File: config.mk
export PLATFORM = sky130hd
export DESIGN_NAME = motor_fault_pin_config_regs
export DESIGN_NICKNAME = d
export VERILOG_FILES = /design/src/core/motor_cfg_pkg.sv /design/src/core/motor_fault_pin_config_regs.sv
export SDC_FILE = /design/constraint.sdc
export NUM_CORES = 1
export LEC_CHECK = 0
export ABC_AREA = 1
export ABC_CLOCK_PERIOD_IN_PS = 4200
export BUFFER_PORTS_ARGS = -buffer_cell sky130_fd_sc_hd__buf_4
export CAP_MARGIN = 20
export CORE_MARGIN = 4
export CORE_UTILIZATION = 45
export DETAILED_ROUTE_END_ITERATION = 8
export SKIP_LAST_GASP = 1
export SYNTH_ARGS = -nofsm -noshare
export SYNTH_HDL_FRONTEND = slang
export SYNTH_SLANG_ARGS = --single-unit
File: constraint.sdc
create_clock -name pclk -period 4.2 [get_ports pclk]
set_input_delay 0.21 -clock pclk [delete_from_list [all_inputs] [get_ports pclk]]
set_output_delay 0.21 -clock pclk [all_outputs]
set_load 0.01 [all_outputs]
File: src/core/motor_cfg_pkg.sv
// Package with offsets, reset values, field layouts and lookup tables of the configuration bank.
package motor_cfg_pkg;
   // Register indices; the byte address on the bus is four times the index.
   localparam logic [9:0] IDX_FAULT2 = 10'h0a2;
   localparam logic [9:0] IDX_PIN = 10'h0a4;
   localparam logic [9:0] IDX_DEV1 = 10'h0a6;
   localparam logic [9:0] IDX_DEV2 = 10'h0a8;
   localparam logic [9:0] IDX_PERI1 = 10'h0aa;
   localparam logic [9:0] IDX_GD1 = 10'h0ac;
   localparam logic [9:0] IDX_GD2 = 10'h0ae;
   localparam logic [9:0] IDX_STAT = 10'h0b0;
   localparam logic [9:0] IDX_MASK = 10'h0b2;
   // Values after reset.
   localparam logic [31:0] RST_FAULT2 = 32'h00000000;
   localparam logic [31:0] RST_PIN = 32'h00000000;
   localparam logic [31:0] RST_DEV1 = 32'h00000000;
   localparam logic [31:0] RST_DEV2 = 32'h00000000;
   localparam logic [31:0] RST_PERI1 = 32'h40000000;
   localparam logic [31:0] RST_GD1 = 32'h10228100;
   localparam logic [31:0] RST_GD2 = 32'h01200000;
   localparam logic [2:0] RST_EVT = 3'h0;
   // Event bit positions in the status and mask registers.
   localparam int ST_LOW = 0;
   localparam int ST_HIGH = 1;
   localparam int ST_RETRY = 2;
   // Supply thresholds in tenths of a volt, indexed by the limit code.
   localparam logic [9:0] LOW_LIMIT_DV [8] = '{10'h000, 10'h02d, 10'h032, 10'h037,
                                              10'h03c, 10'h04b, 10'h064, 10'h07d};
   localparam logic [9:0] HIGH_LIMIT_DV [8] = '{10'h000, 10'h0c8, 10'h0e1, 10'h0fa,
                                               10'h113, 10'h12c, 10'h145, 10'h15e};
   // Retry attempts allowed, indexed by the retry code; zero means unlimited.
   localparam logic [4:0] RETRY_LIMIT [8] = '{5'h00, 5'h02, 5'h03, 5'h05,
                                             5'h07, 5'h0a, 5'h0f, 5'h14};
   // Speed feedback and brake override codes.
   localparam logic [1:0] FB_FOLLOW = 2'h0;
   localparam logic [1:0] FB_HIGH = 2'h1;
   localparam logic [1:0] FB_LOW = 2'h2;
   localparam logic [1:0] FB_BEMF = 2'h3;
   localparam logic [1:0] BRK_FORCE = 2'h1;
   localparam logic [1:0] BRK_NONE = 2'h2;
   // Layout of the supply fault setup register.
   typedef struct packed {
      logic [20:0] rsvd;
      logic [2:0] low_supply_run_limit;
      logic low_supply_recovery_select;
      logic [2:0] high_supply_run_limit;
      logic high_supply_recovery_select;
      logic [2:0] retry_count_limit;
   } fault_setup_t;
   // Layout of the pin function setup register.
   typedef struct packed {
      logic [3:0] rsvd_hi;
      logic supply_filter_bypass;
      logic [15:0] rsvd_mid;
      logic [1:0] speed_feedback_stop_behaviour;
      logic [1:0] speed_feedback_fault_behaviour;
      logic alarm_enable;
      logic brake_align_mode;
      logic preset_angle_select;
      logic [1:0] brake_override;
      logic [1:0] speed_input_mode;
   } pin_setup_t;
endpackage : motor_cfg_pkg

File: src/core/motor_fault_pin_config_regs.sv
// Configuration bank for supply limits, retries, speed feedback, alarm and brake control.
`timescale 1ns/1ns
module motor_fault_pin_config_regs
   import motor_cfg_pkg::*;
#(
   parameter int FILT_SHIFT = 2
)
(
   input wire logic pclk,
   input wire logic presetn,
   input wire logic psel,
   input wire logic penable,
   input wire logic pwrite,
   input wire logic [11:0] paddr,
   input wire logic [31:0] pwdata,
   output logic [31:0] prdata,
   output logic pready,
   output logic pslverr,
   input wire logic [9:0] supply_sample,
   input wire logic motor_stopped,
   input wire logic fault_active,
   input wire logic retry_attempt,
   input wire logic fb_drive,
   input wire logic bemf_below_threshold,
   input wire logic speed_feedback_coast_setting,
   input wire logic brake_pin,
   output logic run_block,
   output logic low_supply_fault,
   output logic high_supply_fault,
   output logic retry_exhausted,
   output logic speed_feedback_output,
   output logic alarm_pin,
   output logic brake_active,
   output logic align_brake,
   output logic use_preset_angle,
   output logic [9:0] supply_filtered,
   output logic irq
);
   localparam int AW = 10 + FILT_SHIFT;

   // Refuse filter depths the accumulator cannot hold.
   if (FILT_SHIFT < 1 || FILT_SHIFT > 6) begin : g_bad_shift
      $error("FILT_SHIFT must lie between 1 and 6");
   end

   fault_setup_t fault_setup;
   pin_setup_t pin_setup;
   logic [31:0] dev_one, dev_two, peri_one, gd_one, gd_two;
   logic [2:0] status, mask;
   logic [AW-1:0] acc;
   logic [4:0] retry_cnt;
   logic last_fb, brk_meta, brk_sync;
   fault_setup_t next_fault_setup;
   pin_setup_t next_pin_setup;
   logic [31:0] next_dev_one, next_dev_two, next_peri_one, next_gd_one, next_gd_two;
   logic [31:0] next_prdata;
   logic [2:0] next_status, next_mask, events, clr;
   logic next_pready, next_pslverr, next_irq;
   logic [AW-1:0] next_acc;
   logic [9:0] next_filtered, volt;
   logic [4:0] next_retry_cnt, lim;
   logic next_low, next_high, next_exh, low_cond, high_cond;
   logic next_fb, next_last_fb, next_brake, next_align, next_preset, next_alarm;
   logic done, wr, hit;
   logic [9:0] idx;

   // Maps a register index onto whether it exists.
   function automatic logic mapped(input logic [9:0] i);
      mapped = (i == IDX_FAULT2) || (i == IDX_PIN) || (i == IDX_DEV1) || (i == IDX_DEV2)
            || (i == IDX_PERI1) || (i == IDX_GD1) || (i == IDX_GD2)
            || (i == IDX_STAT) || (i == IDX_MASK);
   endfunction : mapped

   assign idx = paddr[11:2];
   assign done = psel && penable && pready;
   assign wr = done && pwrite;
   assign hit = mapped(idx);
   assign clr = (wr && idx == IDX_STAT) ? pwdata[2:0] : 3'h0;

   // Bus slave: one wait state, then the write lands and read data is presented.
   always_comb
   begin
      next_fault_setup = fault_setup;
      next_pin_setup = pin_setup;
      next_dev_one = dev_one;
      next_dev_two = dev_two;
      next_peri_one = peri_one;
      next_gd_one = gd_one;
      next_gd_two = gd_two;
      next_mask = mask;
      next_pready = psel && penable && !pready;
      next_pslverr = psel && penable && !pready && !hit;
      next_prdata = 32'h00000000;
      if (psel && penable && !pready && !pwrite)
      begin
         unique case (idx)
            IDX_FAULT2: next_prdata = fault_setup;
            IDX_PIN: next_prdata = pin_setup;
            IDX_DEV1: next_prdata = dev_one;
            IDX_DEV2: next_prdata = dev_two;
            IDX_PERI1: next_prdata = peri_one;
            IDX_GD1: next_prdata = gd_one;
            IDX_GD2: next_prdata = gd_two;
            IDX_STAT: next_prdata = {29'h00000000, status};
            IDX_MASK: next_prdata = {29'h00000000, mask};
            default: next_prdata = 32'h00000000;
         endcase
      end
      if (wr)
      begin
         unique case (idx)
            IDX_FAULT2: next_fault_setup = pwdata;
            IDX_PIN: next_pin_setup = pwdata;
            IDX_DEV1: next_dev_one = pwdata;
            IDX_DEV2: next_dev_two = pwdata;
            IDX_PERI1: next_peri_one = pwdata;
            IDX_GD1: next_gd_one = pwdata;
            IDX_GD2: next_gd_two = pwdata;
            IDX_MASK: next_mask = pwdata[2:0];
            default: next_mask = mask;
         endcase
      end
   end

   // Registers the bus side and the stored setup words.
   always_ff @(posedge pclk or negedge presetn)
   begin
      if (!presetn)
      begin
         fault_setup <= RST_FAULT2;
         pin_setup <= RST_PIN;
         dev_one <= RST_DEV1;
         dev_two <= RST_DEV2;
         peri_one <= RST_PERI1;
         gd_one <= RST_GD1;
         gd_two <= RST_GD2;
         mask <= RST_EVT;
         pready <= 1'b0;
         pslverr <= 1'b0;
         prdata <= 32'h00000000;
      end
      else
      begin
         fault_setup <= next_fault_setup;
         pin_setup <= next_pin_setup;
         dev_one <= next_dev_one;
         dev_two <= next_dev_two;
         peri_one <= next_peri_one;
         gd_one <= next_gd_one;
         gd_two <= next_gd_two;
         mask <= next_mask;
         pready <= next_pready;
         pslverr <= next_pslverr;
         prdata <= next_prdata;
      end
   end

   // Supply filter, limit checks, fault recovery, retry count and event flags.
   always_comb
   begin
      next_acc = AW'(acc - (acc >> FILT_SHIFT) + {{FILT_SHIFT{1'b0}}, supply_sample});
      next_filtered = pin_setup.supply_filter_bypass ? supply_sample
                                                      : 10'(acc >> FILT_SHIFT);
      volt = supply_filtered;
      low_cond = (fault_setup.low_supply_run_limit != 3'h0)
               && (volt < LOW_LIMIT_DV[fault_setup.low_supply_run_limit]);
      high_cond = (fault_setup.high_supply_run_limit != 3'h0)
                && (volt > HIGH_LIMIT_DV[fault_setup.high_supply_run_limit]);
      next_low = low_cond || (low_supply_fault && !fault_setup.low_supply_recovery_select
                              && !clr[ST_LOW]);
      next_high = high_cond || (high_supply_fault && !fault_setup.high_supply_recovery_select
                                && !clr[ST_HIGH]);
      lim = RETRY_LIMIT[fault_setup.retry_count_limit];
      next_retry_cnt = retry_cnt;
      if (!fault_active)
      begin
         next_retry_cnt = 5'h00;
      end
      else if (retry_attempt && !retry_exhausted && retry_cnt != 5'h1f)
      begin
         next_retry_cnt = 5'(retry_cnt + 5'h01);
      end
      next_exh = (lim != 5'h00) && (next_retry_cnt >= lim);
      events = {next_exh && !retry_exhausted, next_high && !high_supply_fault,
                next_low && !low_supply_fault};
      next_status = (status & ~clr) | events;
      next_irq = |(next_status & mask);
   end

   // Registers the supply and fault state.
   always_ff @(posedge pclk or negedge presetn)
   begin
      if (!presetn)
      begin
         acc <= '0;
         supply_filtered <= 10'h000;
         low_supply_fault <= 1'b0;
         high_supply_fault <= 1'b0;
         run_block <= 1'b0;
         retry_cnt <= 5'h00;
         retry_exhausted <= 1'b0;
         status <= RST_EVT;
         irq <= 1'b0;
      end
      else
      begin
         acc <= next_acc;
         supply_filtered <= next_filtered;
         low_supply_fault <= next_low;
         high_supply_fault <= next_high;
         run_block <= next_low || next_high;
         retry_cnt <= next_retry_cnt;
         retry_exhausted <= next_exh;
         status <= next_status;
         irq <= next_irq;
      end
   end

   // Speed feedback, alarm and brake outputs.
   always_comb
   begin
      next_last_fb = last_fb;
      next_fb = fb_drive;
      if (fault_active)
      begin
         unique case (pin_setup.speed_feedback_fault_behaviour)
            FB_FOLLOW: next_fb = last_fb;
            FB_HIGH: next_fb = 1'b1;
            FB_LOW: next_fb = 1'b0;
            FB_BEMF: next_fb = (speed_feedback_coast_setting && !bemf_below_threshold)
                               ? fb_drive : last_fb;
         endcase
      end
      else if (motor_stopped)
      begin
         unique case (pin_setup.speed_feedback_stop_behaviour)
            FB_FOLLOW: next_fb = fb_drive;
            FB_LOW: next_fb = 1'b0;
            default: next_fb = 1'b1;
         endcase
      end
      else
      begin
         next_last_fb = fb_drive;
      end
      unique case (pin_setup.brake_override)
         BRK_FORCE: next_brake = 1'b1;
         BRK_NONE: next_brake = 1'b0;
         default: next_brake = brk_sync;
      endcase
      next_align = next_brake && pin_setup.brake_align_mode;
      next_preset = next_align && pin_setup.preset_angle_select;
      next_alarm = pin_setup.alarm_enable
                 && (fault_active || low_supply_fault || high_supply_fault);
   end

   // Registers the pin outputs and synchronises the brake pin.
   always_ff @(posedge pclk or negedge presetn)
   begin
      if (!presetn)
      begin
         brk_meta <= 1'b0;
         brk_sync <= 1'b0;
         last_fb <= 1'b0;
         speed_feedback_output <= 1'b0;
         brake_active <= 1'b0;
         align_brake <= 1'b0;
         use_preset_angle <= 1'b0;
         alarm_pin <= 1'b0;
      end
      else
      begin
         brk_meta <= brake_pin;
         brk_sync <= brk_meta;
         last_fb <= next_last_fb;
         speed_feedback_output <= next_fb;
         brake_active <= next_brake;
         align_brake <= next_align;
         use_preset_angle <= next_preset;
         alarm_pin <= next_alarm;
      end
   end
endmodule : motor_fault_pin_config_regs

### Word-level counts from Yosys, hierarchy flattened

Memories as Yosys holds them, arrays and structs flattened.
Index checks and enable logic that the tools add are counted.

| word-level totals | value |
|---|---|
| output and inout bits | 54 |
| memories | 3 |
| flip-flop bits (word level) | 304 |
| input port bits | 66 |
| RAM bits | 0 |
| latch bits | 0 |
| ROM bits | 200 |
| word-level logic and storage cells | 159 |

| cells by class | value |
|---|---|
| bitwise logic cells | 9 |
| add/subtract/negate cells | 3 |
| $mul | 0 |
| equality and inequality tests | 16 |
| shift operators | 0 |
| multiplexer cells | 18 |
| reduce and logical (&&, ||, !) cells | 62 |
| order comparisons | 6 |
| div/mod/pow operators | 0 |

Memories:

| name | words | bits a word | read ports | clocked after Yosys merged registers in | wr ports | line | text |
|---|---|---|---|---|---|---|---|
| (no name shown) | 8 | 10 | 1 | 0 | 0 | motor_fault_pin_config_regs.sv:168 | `&& (volt > HIGH_LIMIT_DV[fault_setup.high_supply_run_limit]);` |
| (no name shown) | 8 | 10 | 1 | 0 | 0 | motor_fault_pin_config_regs.sv:166 | `&& (volt < LOW_LIMIT_DV[fault_setup.low_supply_run_limit]);` |
| (no name shown) | 8 | 5 | 1 | 0 | 0 | motor_fault_pin_config_regs.sv:173 | `lim = RETRY_LIMIT[fault_setup.retry_count_limit];` |

Operator list:

| cell | number |
|---|---|
| 32-bit one-hot mux with 9 select lines | 1 |
| 10-bit by 8-bit equality test with 1-bit output (second input constant) | 9 |
| 10-bit 2-to-1 mux | 5 |
| 32-bit 2-to-1 mux | 1 |
| 1-bit logical AND | 23 |
| 5-bit 2-to-1 mux | 4 |
| 2-bit AND reduction | 9 |
| 1-bit logical OR | 13 |
| 12-bit by 10-bit adder with 12-bit output | 1 |
| 4-bit >= comparator (second input constant) | 3 |
| 3-bit NOT with 4-bit output | 3 |
| 12-bit by 10-bit subtractor with 12-bit output | 1 |
| 1-bit zero test | 11 |
| 10-bit > comparator | 1 |
| 10-bit < comparator | 1 |
| 2-bit equality test (second input constant) | 4 |
| 3-bit AND | 2 |
| 3-bit nonzero test | 2 |
| 5-bit by 1-bit adder with 5-bit output (second input constant) | 1 |
| 5-bit >= comparator | 1 |
| 5-bit != test (second input constant) | 1 |
| 5-bit nonzero test | 1 |
| 2-bit by 1-bit equality test with 1-bit output (second input constant) | 2 |
| 2-bit zero test | 2 |
| 8 further kinds | 12 |

### Logic depth before layout (Yosys ltp)

| depth | value |
|---|---|
| depth in word-level cells | 12 |
| depth in mapped cells | 19 |
| depth with buffers taken out | 19 |

### Worst setup path before layout

OpenSTA, ideal clock, no wires.

| timing | value |
|---|---|
| kind | reg2reg |
| start | reg retry_cnt[0] |
| end | reg irq |
| period minus slack after synthesis | 2678 ps |
| library setup time | 68 ps |
| path buffers | 0 |
| data required time | 4132 ps |
| slack | 1522 ps |
| arrival | 2609 ps |
| cell stages (with the launch flop) | 20 |
| cell sequence | dfrtp_1 -> ha_1 -> inv_1 -> nor3_1 -> ha_1 -> nor3_1 -> inv_1 -> nor2_1 -> inv_1 -> nor4_1 -> nor3_1 -> ha_1 -> nand2_1 -> nor2_1 -> nand2_1 -> a41oi_1 -> nand2_1 -> nand2_1 -> nand2_1 -> nand3_1 |

| on the way | value |
|---|---|
| word-level cells in the longest chain between the ends | 10 |
| elaborated cells on any way between the ends | 11 |
| those cells by class | add/sub: 1; order compare: 1; eq/ne: 1; mux: 2; bitwise: 2; reduce/logical: 4 |

RTL lines:

| element | line | text |
|---|---|---|
| from (decl) | motor_fault_pin_config_regs.sv:51 | `logic [4:0] retry_cnt;` |
| from (signal assigned) | motor_fault_pin_config_regs.sv:212 | `retry_cnt <= next_retry_cnt;` |
| parallel branches: the longest is 2 deep, another holds 5-bit by 1-bit adder with 5-bit output | -- |  |
| 5-bit 2-to-1 mux (*) | motor_fault_pin_config_regs.sv:179 | `else if (retry_attempt && !retry_exhausted && retry_cnt != 5'h1f)` |
| 5-bit 2-to-1 mux (*) | motor_fault_pin_config_regs.sv:175 | `if (!fault_active)` |
| net next_retry_cnt[3] | motor_fault_pin_config_regs.sv:61 | `logic [4:0] next_retry_cnt, lim;` |
| 5-bit >= comparator (*) | motor_fault_pin_config_regs.sv:183 | `next_exh = (lim != 5'h00) && (next_retry_cnt >= lim);` |
| 1-bit logical AND (*) | motor_fault_pin_config_regs.sv:183 |  |
| net next_exh | motor_fault_pin_config_regs.sv:62 | `logic next_low, next_high, next_exh, low_cond, high_cond;` |
| 1-bit logical AND (*) | motor_fault_pin_config_regs.sv:184 | `events = {next_exh && !retry_exhausted, next_high && !high_supply_fault,` |
| 3-bit bitwise OR (*) | motor_fault_pin_config_regs.sv:186 | `next_status = (status & ~clr) \| events;` |
| net next_status[2] | motor_fault_pin_config_regs.sv:57 | `logic [2:0] next_status, next_mask, events, clr;` |
| 3-bit AND (*) | motor_fault_pin_config_regs.sv:187 | `next_irq = \|(next_status & mask);` |
| 3-bit OR reduction (*) | motor_fault_pin_config_regs.sv:187 |  |
| net next_irq | motor_fault_pin_config_regs.sv:58 | `logic next_pready, next_pslverr, next_irq;` |
| to (signal assigned) | motor_fault_pin_config_regs.sv:215 | `irq <= next_irq;` |
| to (decl) | motor_fault_pin_config_regs.sv:37 | `output logic irq` |

Mark *: on every way through the listed nets, which the timed path passes.
A chain may end at the register's enable or synchronous reset.

### Final worst setup path

| timing | value |
|---|---|
| start | reg retry_cnt[1] |
| end | reg irq |

The elaborated chain is that of the path after synthesis.

==> flow_metrics.env <==
export IMPL_yosys_warnings=0
export IMPL_maxSlewViolCount=0
export IMPL_timing_setup_critical_path_class="reg2reg"
export IMPL_dr_total_vias=11100
export IMPL_endpoint="irq"
export IMPL_yosys_top_cells_area="sky130_fd_sc_hd__dfrtp_1, sky130_fd_sc_hd__nand2_1, sky130_fd_sc_hd__o21ai_0"
export IMPL_synth_enable_flop_cells=0
export IMPL_route_detailed_wl_per_inst_um=16.2
export IMPL_rsz0062_at_grt="false"
export IMPL_critical_path_max_stage_delay_ns=0.40
export IMPL_intPower_uw=5690
export IMPL_cts_tree="done"
export IMPL_post_synth_cell_types=44
export IMPL_antenna_found_initial=0
export IMPL_insertedDiodeCount=0
export IMPL_clock_share_of_power=0.381
export IMPL_start_point_of_the_critical_path="retry_cnt[1]"
export IMPL_synth_largest_type_area_fraction=0.531
export IMPL_worst_endpoint_required_time_ns=4.64
export IMPL_power_sequential_fraction=0.400
export IMPL_detail_route_iter0_violations=870
export IMPL_port_buffer_count=117
export IMPL_rr_endpoint="irq"
export IMPL_max_cap_viol_count=0
export IMPL_cts_htree_levels=2
export IMPL_area_of_the_die_um2=33900
export IMPL_critical_path_top_delay_family="simple AND/OR/NAND/NOR gates"
export IMPL_finalSetupViolCount=0
export IMPL_place_congestion=0.859
export IMPL_placedCellCount=2084
export IMPL_pre_cts_ws_ns=1.13
export IMPL_yosysSeqAreaShare=0.546
export IMPL_n_fill_cell=2938
export IMPL_cts_buffers_inserted=34
export IMPL_holdCritPathClass="in2reg"
export IMPL_mappedNetlistNets=1745
export IMPL_io_pins=120
export IMPL_post_drt_via_cell_ratio=5.12
export IMPL_cts_repair_timing_setup_buffer_count=0
export IMPL_worst_clock_skew_ns=0.0104
export IMPL_crit_path_end_kind="register"
export IMPL_clock_sinks=304
export IMPL_cp_arrival_ns=3.50
export IMPL_synth_ff_type="sky130_fd_sc_hd__dfrtp_1"
export IMPL_status="finished clean"
export IMPL_power_share_switching=0.287
export IMPL_timing_critical_path_slowest_stage_cell="sky130_fd_sc_hd__dfrtp_1"
export IMPL_yosysMostFrequentCell="sky130_fd_sc_hd__nand2_1"
export IMPL_critical_path_n_buffers_inverters=3
export IMPL_worstSetupStartpointType="register"
export IMPL_die_w_um=184
export IMPL_floorplan_initialDensity=0.456
export IMPL_critical_path_depth=19
export IMPL_setup_slack_ns=1.14
export IMPL_reg2reg_setup_slack_ns=1.14
export IMPL_finalNonFillerCells=2163
export IMPL_maximum_number_of_pins_on_one_net_before_global_route_repair=113
export IMPL_floorplan_rows=64
export IMPL_grt_pass1_vias=10700
export IMPL_synthArstFlopShare=1.00
export IMPL_worst_slew_pin_slew_ns=0.871
export IMPL_worstRegToRegCells=19
export IMPL_final_net_count=1862
export IMPL_overall_track_demand_over_capacity_in_global_routing=0.211
export IMPL_grt_ovf=0
export IMPL_place_hpwl_um=21800
export IMPL_headroom_to_the_max_slew_limit=0.419
export IMPL_grt_first_pass_wirelength_um=57800
export IMPL_antenna_left=0
export IMPL_netlist_instances=1624
export IMPL_post_route_period_util=0.728
export IMPL_synthesis_area_per_instance_um2=8.58
export IMPL_cts_buffer_depth=3
export IMPL_maxClockFrequency_mhz=327
export IMPL_critical_path_peak_fanout=5
export IMPL_worst_skew_pair_late_latency_ns=0.51
export IMPL_final_min_clock_period_ns=3.06
export IMPL_power_share_combinational=0.218
export IMPL_synthDominantAreaCellType="sky130_fd_sc_hd__dfrtp_1"
export IMPL_cts_hold_fix_buffers=17
export IMPL_fin_setup_tns_ns=0
export IMPL_hold_violation_count_in_the_final_report=0
export IMPL_crit_chain="ha_1, inv_1, nor3_1, ha_1, nor3_1, inv_1, nor2_1, inv_1, nor4_1, nor3_1, ha_1, nand2_1, nor2_1, nand2_1, a41oi_1, nand2_1, nand2_1, nand2_1, nand3_1"
export IMPL_p_switching_uw=2300
export IMPL_totalPowerFinal_uw=7990
export IMPL_wl_um=35000
export IMPL_synthTopCellsByCount="sky130_fd_sc_hd__nand2_1, sky130_fd_sc_hd__dfrtp_1, sky130_fd_sc_hd__o21ai_0"
export IMPL_chipHeight_um=184
export IMPL_cts_resized=0
export IMPL_detail_route_first_pass_iterations=5
export IMPL_placeableCoreArea_um2=30600
export IMPL_power_density_cell_area_nw_per_um2=484
export IMPL_ys_seq_elements=304
export IMPL_drc_errors=0
export IMPL_netlist_area_pre_place_um2=13900
export IMPL_clk_pin_slew_worst_paths_ns=0.06
export IMPL_crit_path_frequent_cell="sky130_fd_sc_hd__nand2_1"
export IMPL_share_of_cells_above_drive_strength_1=0.125
export IMPL_power_leakage_uw=0.00796
export IMPL_ir_drop_mv=0.464
export IMPL_crit_reg2reg_launch="retry_cnt[1]"
export IMPL_ctsRootBufferMaster="sky130_fd_sc_hd__clkbuf_16"
export IMPL_area_growth_pct=18.4
## power groups by stage
stage	clock network [µW]	registers, µW	logic, µW
CTS	3120	3200	1780
global placement	0	3250	1730
finish	3050	3200	1740
detailed placement	0	3250	1750
global route	3250	3220	2080
floorplan	0	3240	1240
## stage by stage
stage                      util  cell area, µm²  hold WS [ns]
final                     0.540           16500        0.0326
after global routing      0.540           16500        0.0497
after CTS                 0.540           16500        0.0219
after detailed placement  0.496           15200         0.324
after global placement    0.496           15200         0.322
after floorplan               -           13900       -0.0856
## logic make-up (layout without fill, tap and decap cells)
group	Yosys count	count (layout)	share of synthesized area
muxes	1	1	0.000718
DFF	304	304	0.546
buffers and inverters	212	355	0.0598
adders and majority gates	55	55	0.0548
AOI/OAI and AO/OA	308	308	0.115
xor gates and xnor gates	10	10	0.00628
and+or+nand+nor	734	734	0.217
## metal layers
layer  part of all wire  track usage  routed length [µm]  vias up
li1                   -            -                   -     5465
met2               0.45        0.327               15700      266
met4              0.019       0.0485                 669        0
met1               0.48        0.315               16700     5275
met5                  0            0                   0        -
met3              0.056       0.0326                1970       58
## state kept, by name (all words and copies together), names as in the netlist, 3 cells and up
name	flops
dev_two	32
fault_setup	32
supply_filtered	10
acc	12
gd_one	32
gd_two	32
retry_cnt	5
status	3
peri_one	32
pin_setup	32
prdata	32
mask	3
dev_one	32
## placed cells by master, fill, tap and decap left out, drive strengths merged, types with 2 or more instances in the layout
cell type and instances:
nand2 539, dfrtp 296, o21ai 268, inv 141
buf 134, nor2 94, clkbuf 57, ha 45
nand3 42, nand4 32, a21oi 20, nor3 20
dlygate4sd3 17, fa 10, dfstp 8, xor2 6
xnor2 4, a22o 4, o211ai 4, clkinv 3
o21bai 2, a31oi 2, nor4 2, nand3b 2
bufinv 2, o2111ai 2
## final cells by class
class / count / area [µm²] / area share
Clock buffer: 57 / 1080 / 0.0655
Clock inverter: 5 / 77.6 / 0.00470
Inverter: 142 / 533 / 0.0323
Multi-Input combinational cell: 1108 / 5500 / 0.333
Sequential cell: 304 / 7620 / 0.461
Tap cell: 396 / 495 / 0.0300
Timing Repair Buffer: 151 / 1210 / 0.0732
## how the worst min path moves through the flow
stage,endpoint,start,slack [ns],cells past startpoint
floorplan,acc[0],presetn,-0.09,0
global placement,brk_meta,brake_pin,0.32,1
detailed placement,brk_meta,brake_pin,0.32,1
CTS,last_fb,motor_stopped,0.02,3
global route,last_fb,motor_stopped,0.05,3
finish,last_fb,motor_stopped,0.03,3
## tightest hold or removal path: cells and delay by family
kind                   cells  cell delay (ns)
AOI/OAI and AO/OA          1             0.15
buffers and inverters      1             0.09
and+or+nand+nor            1             0.04
No activity file was read; power rests on OpenSTA's default activity.
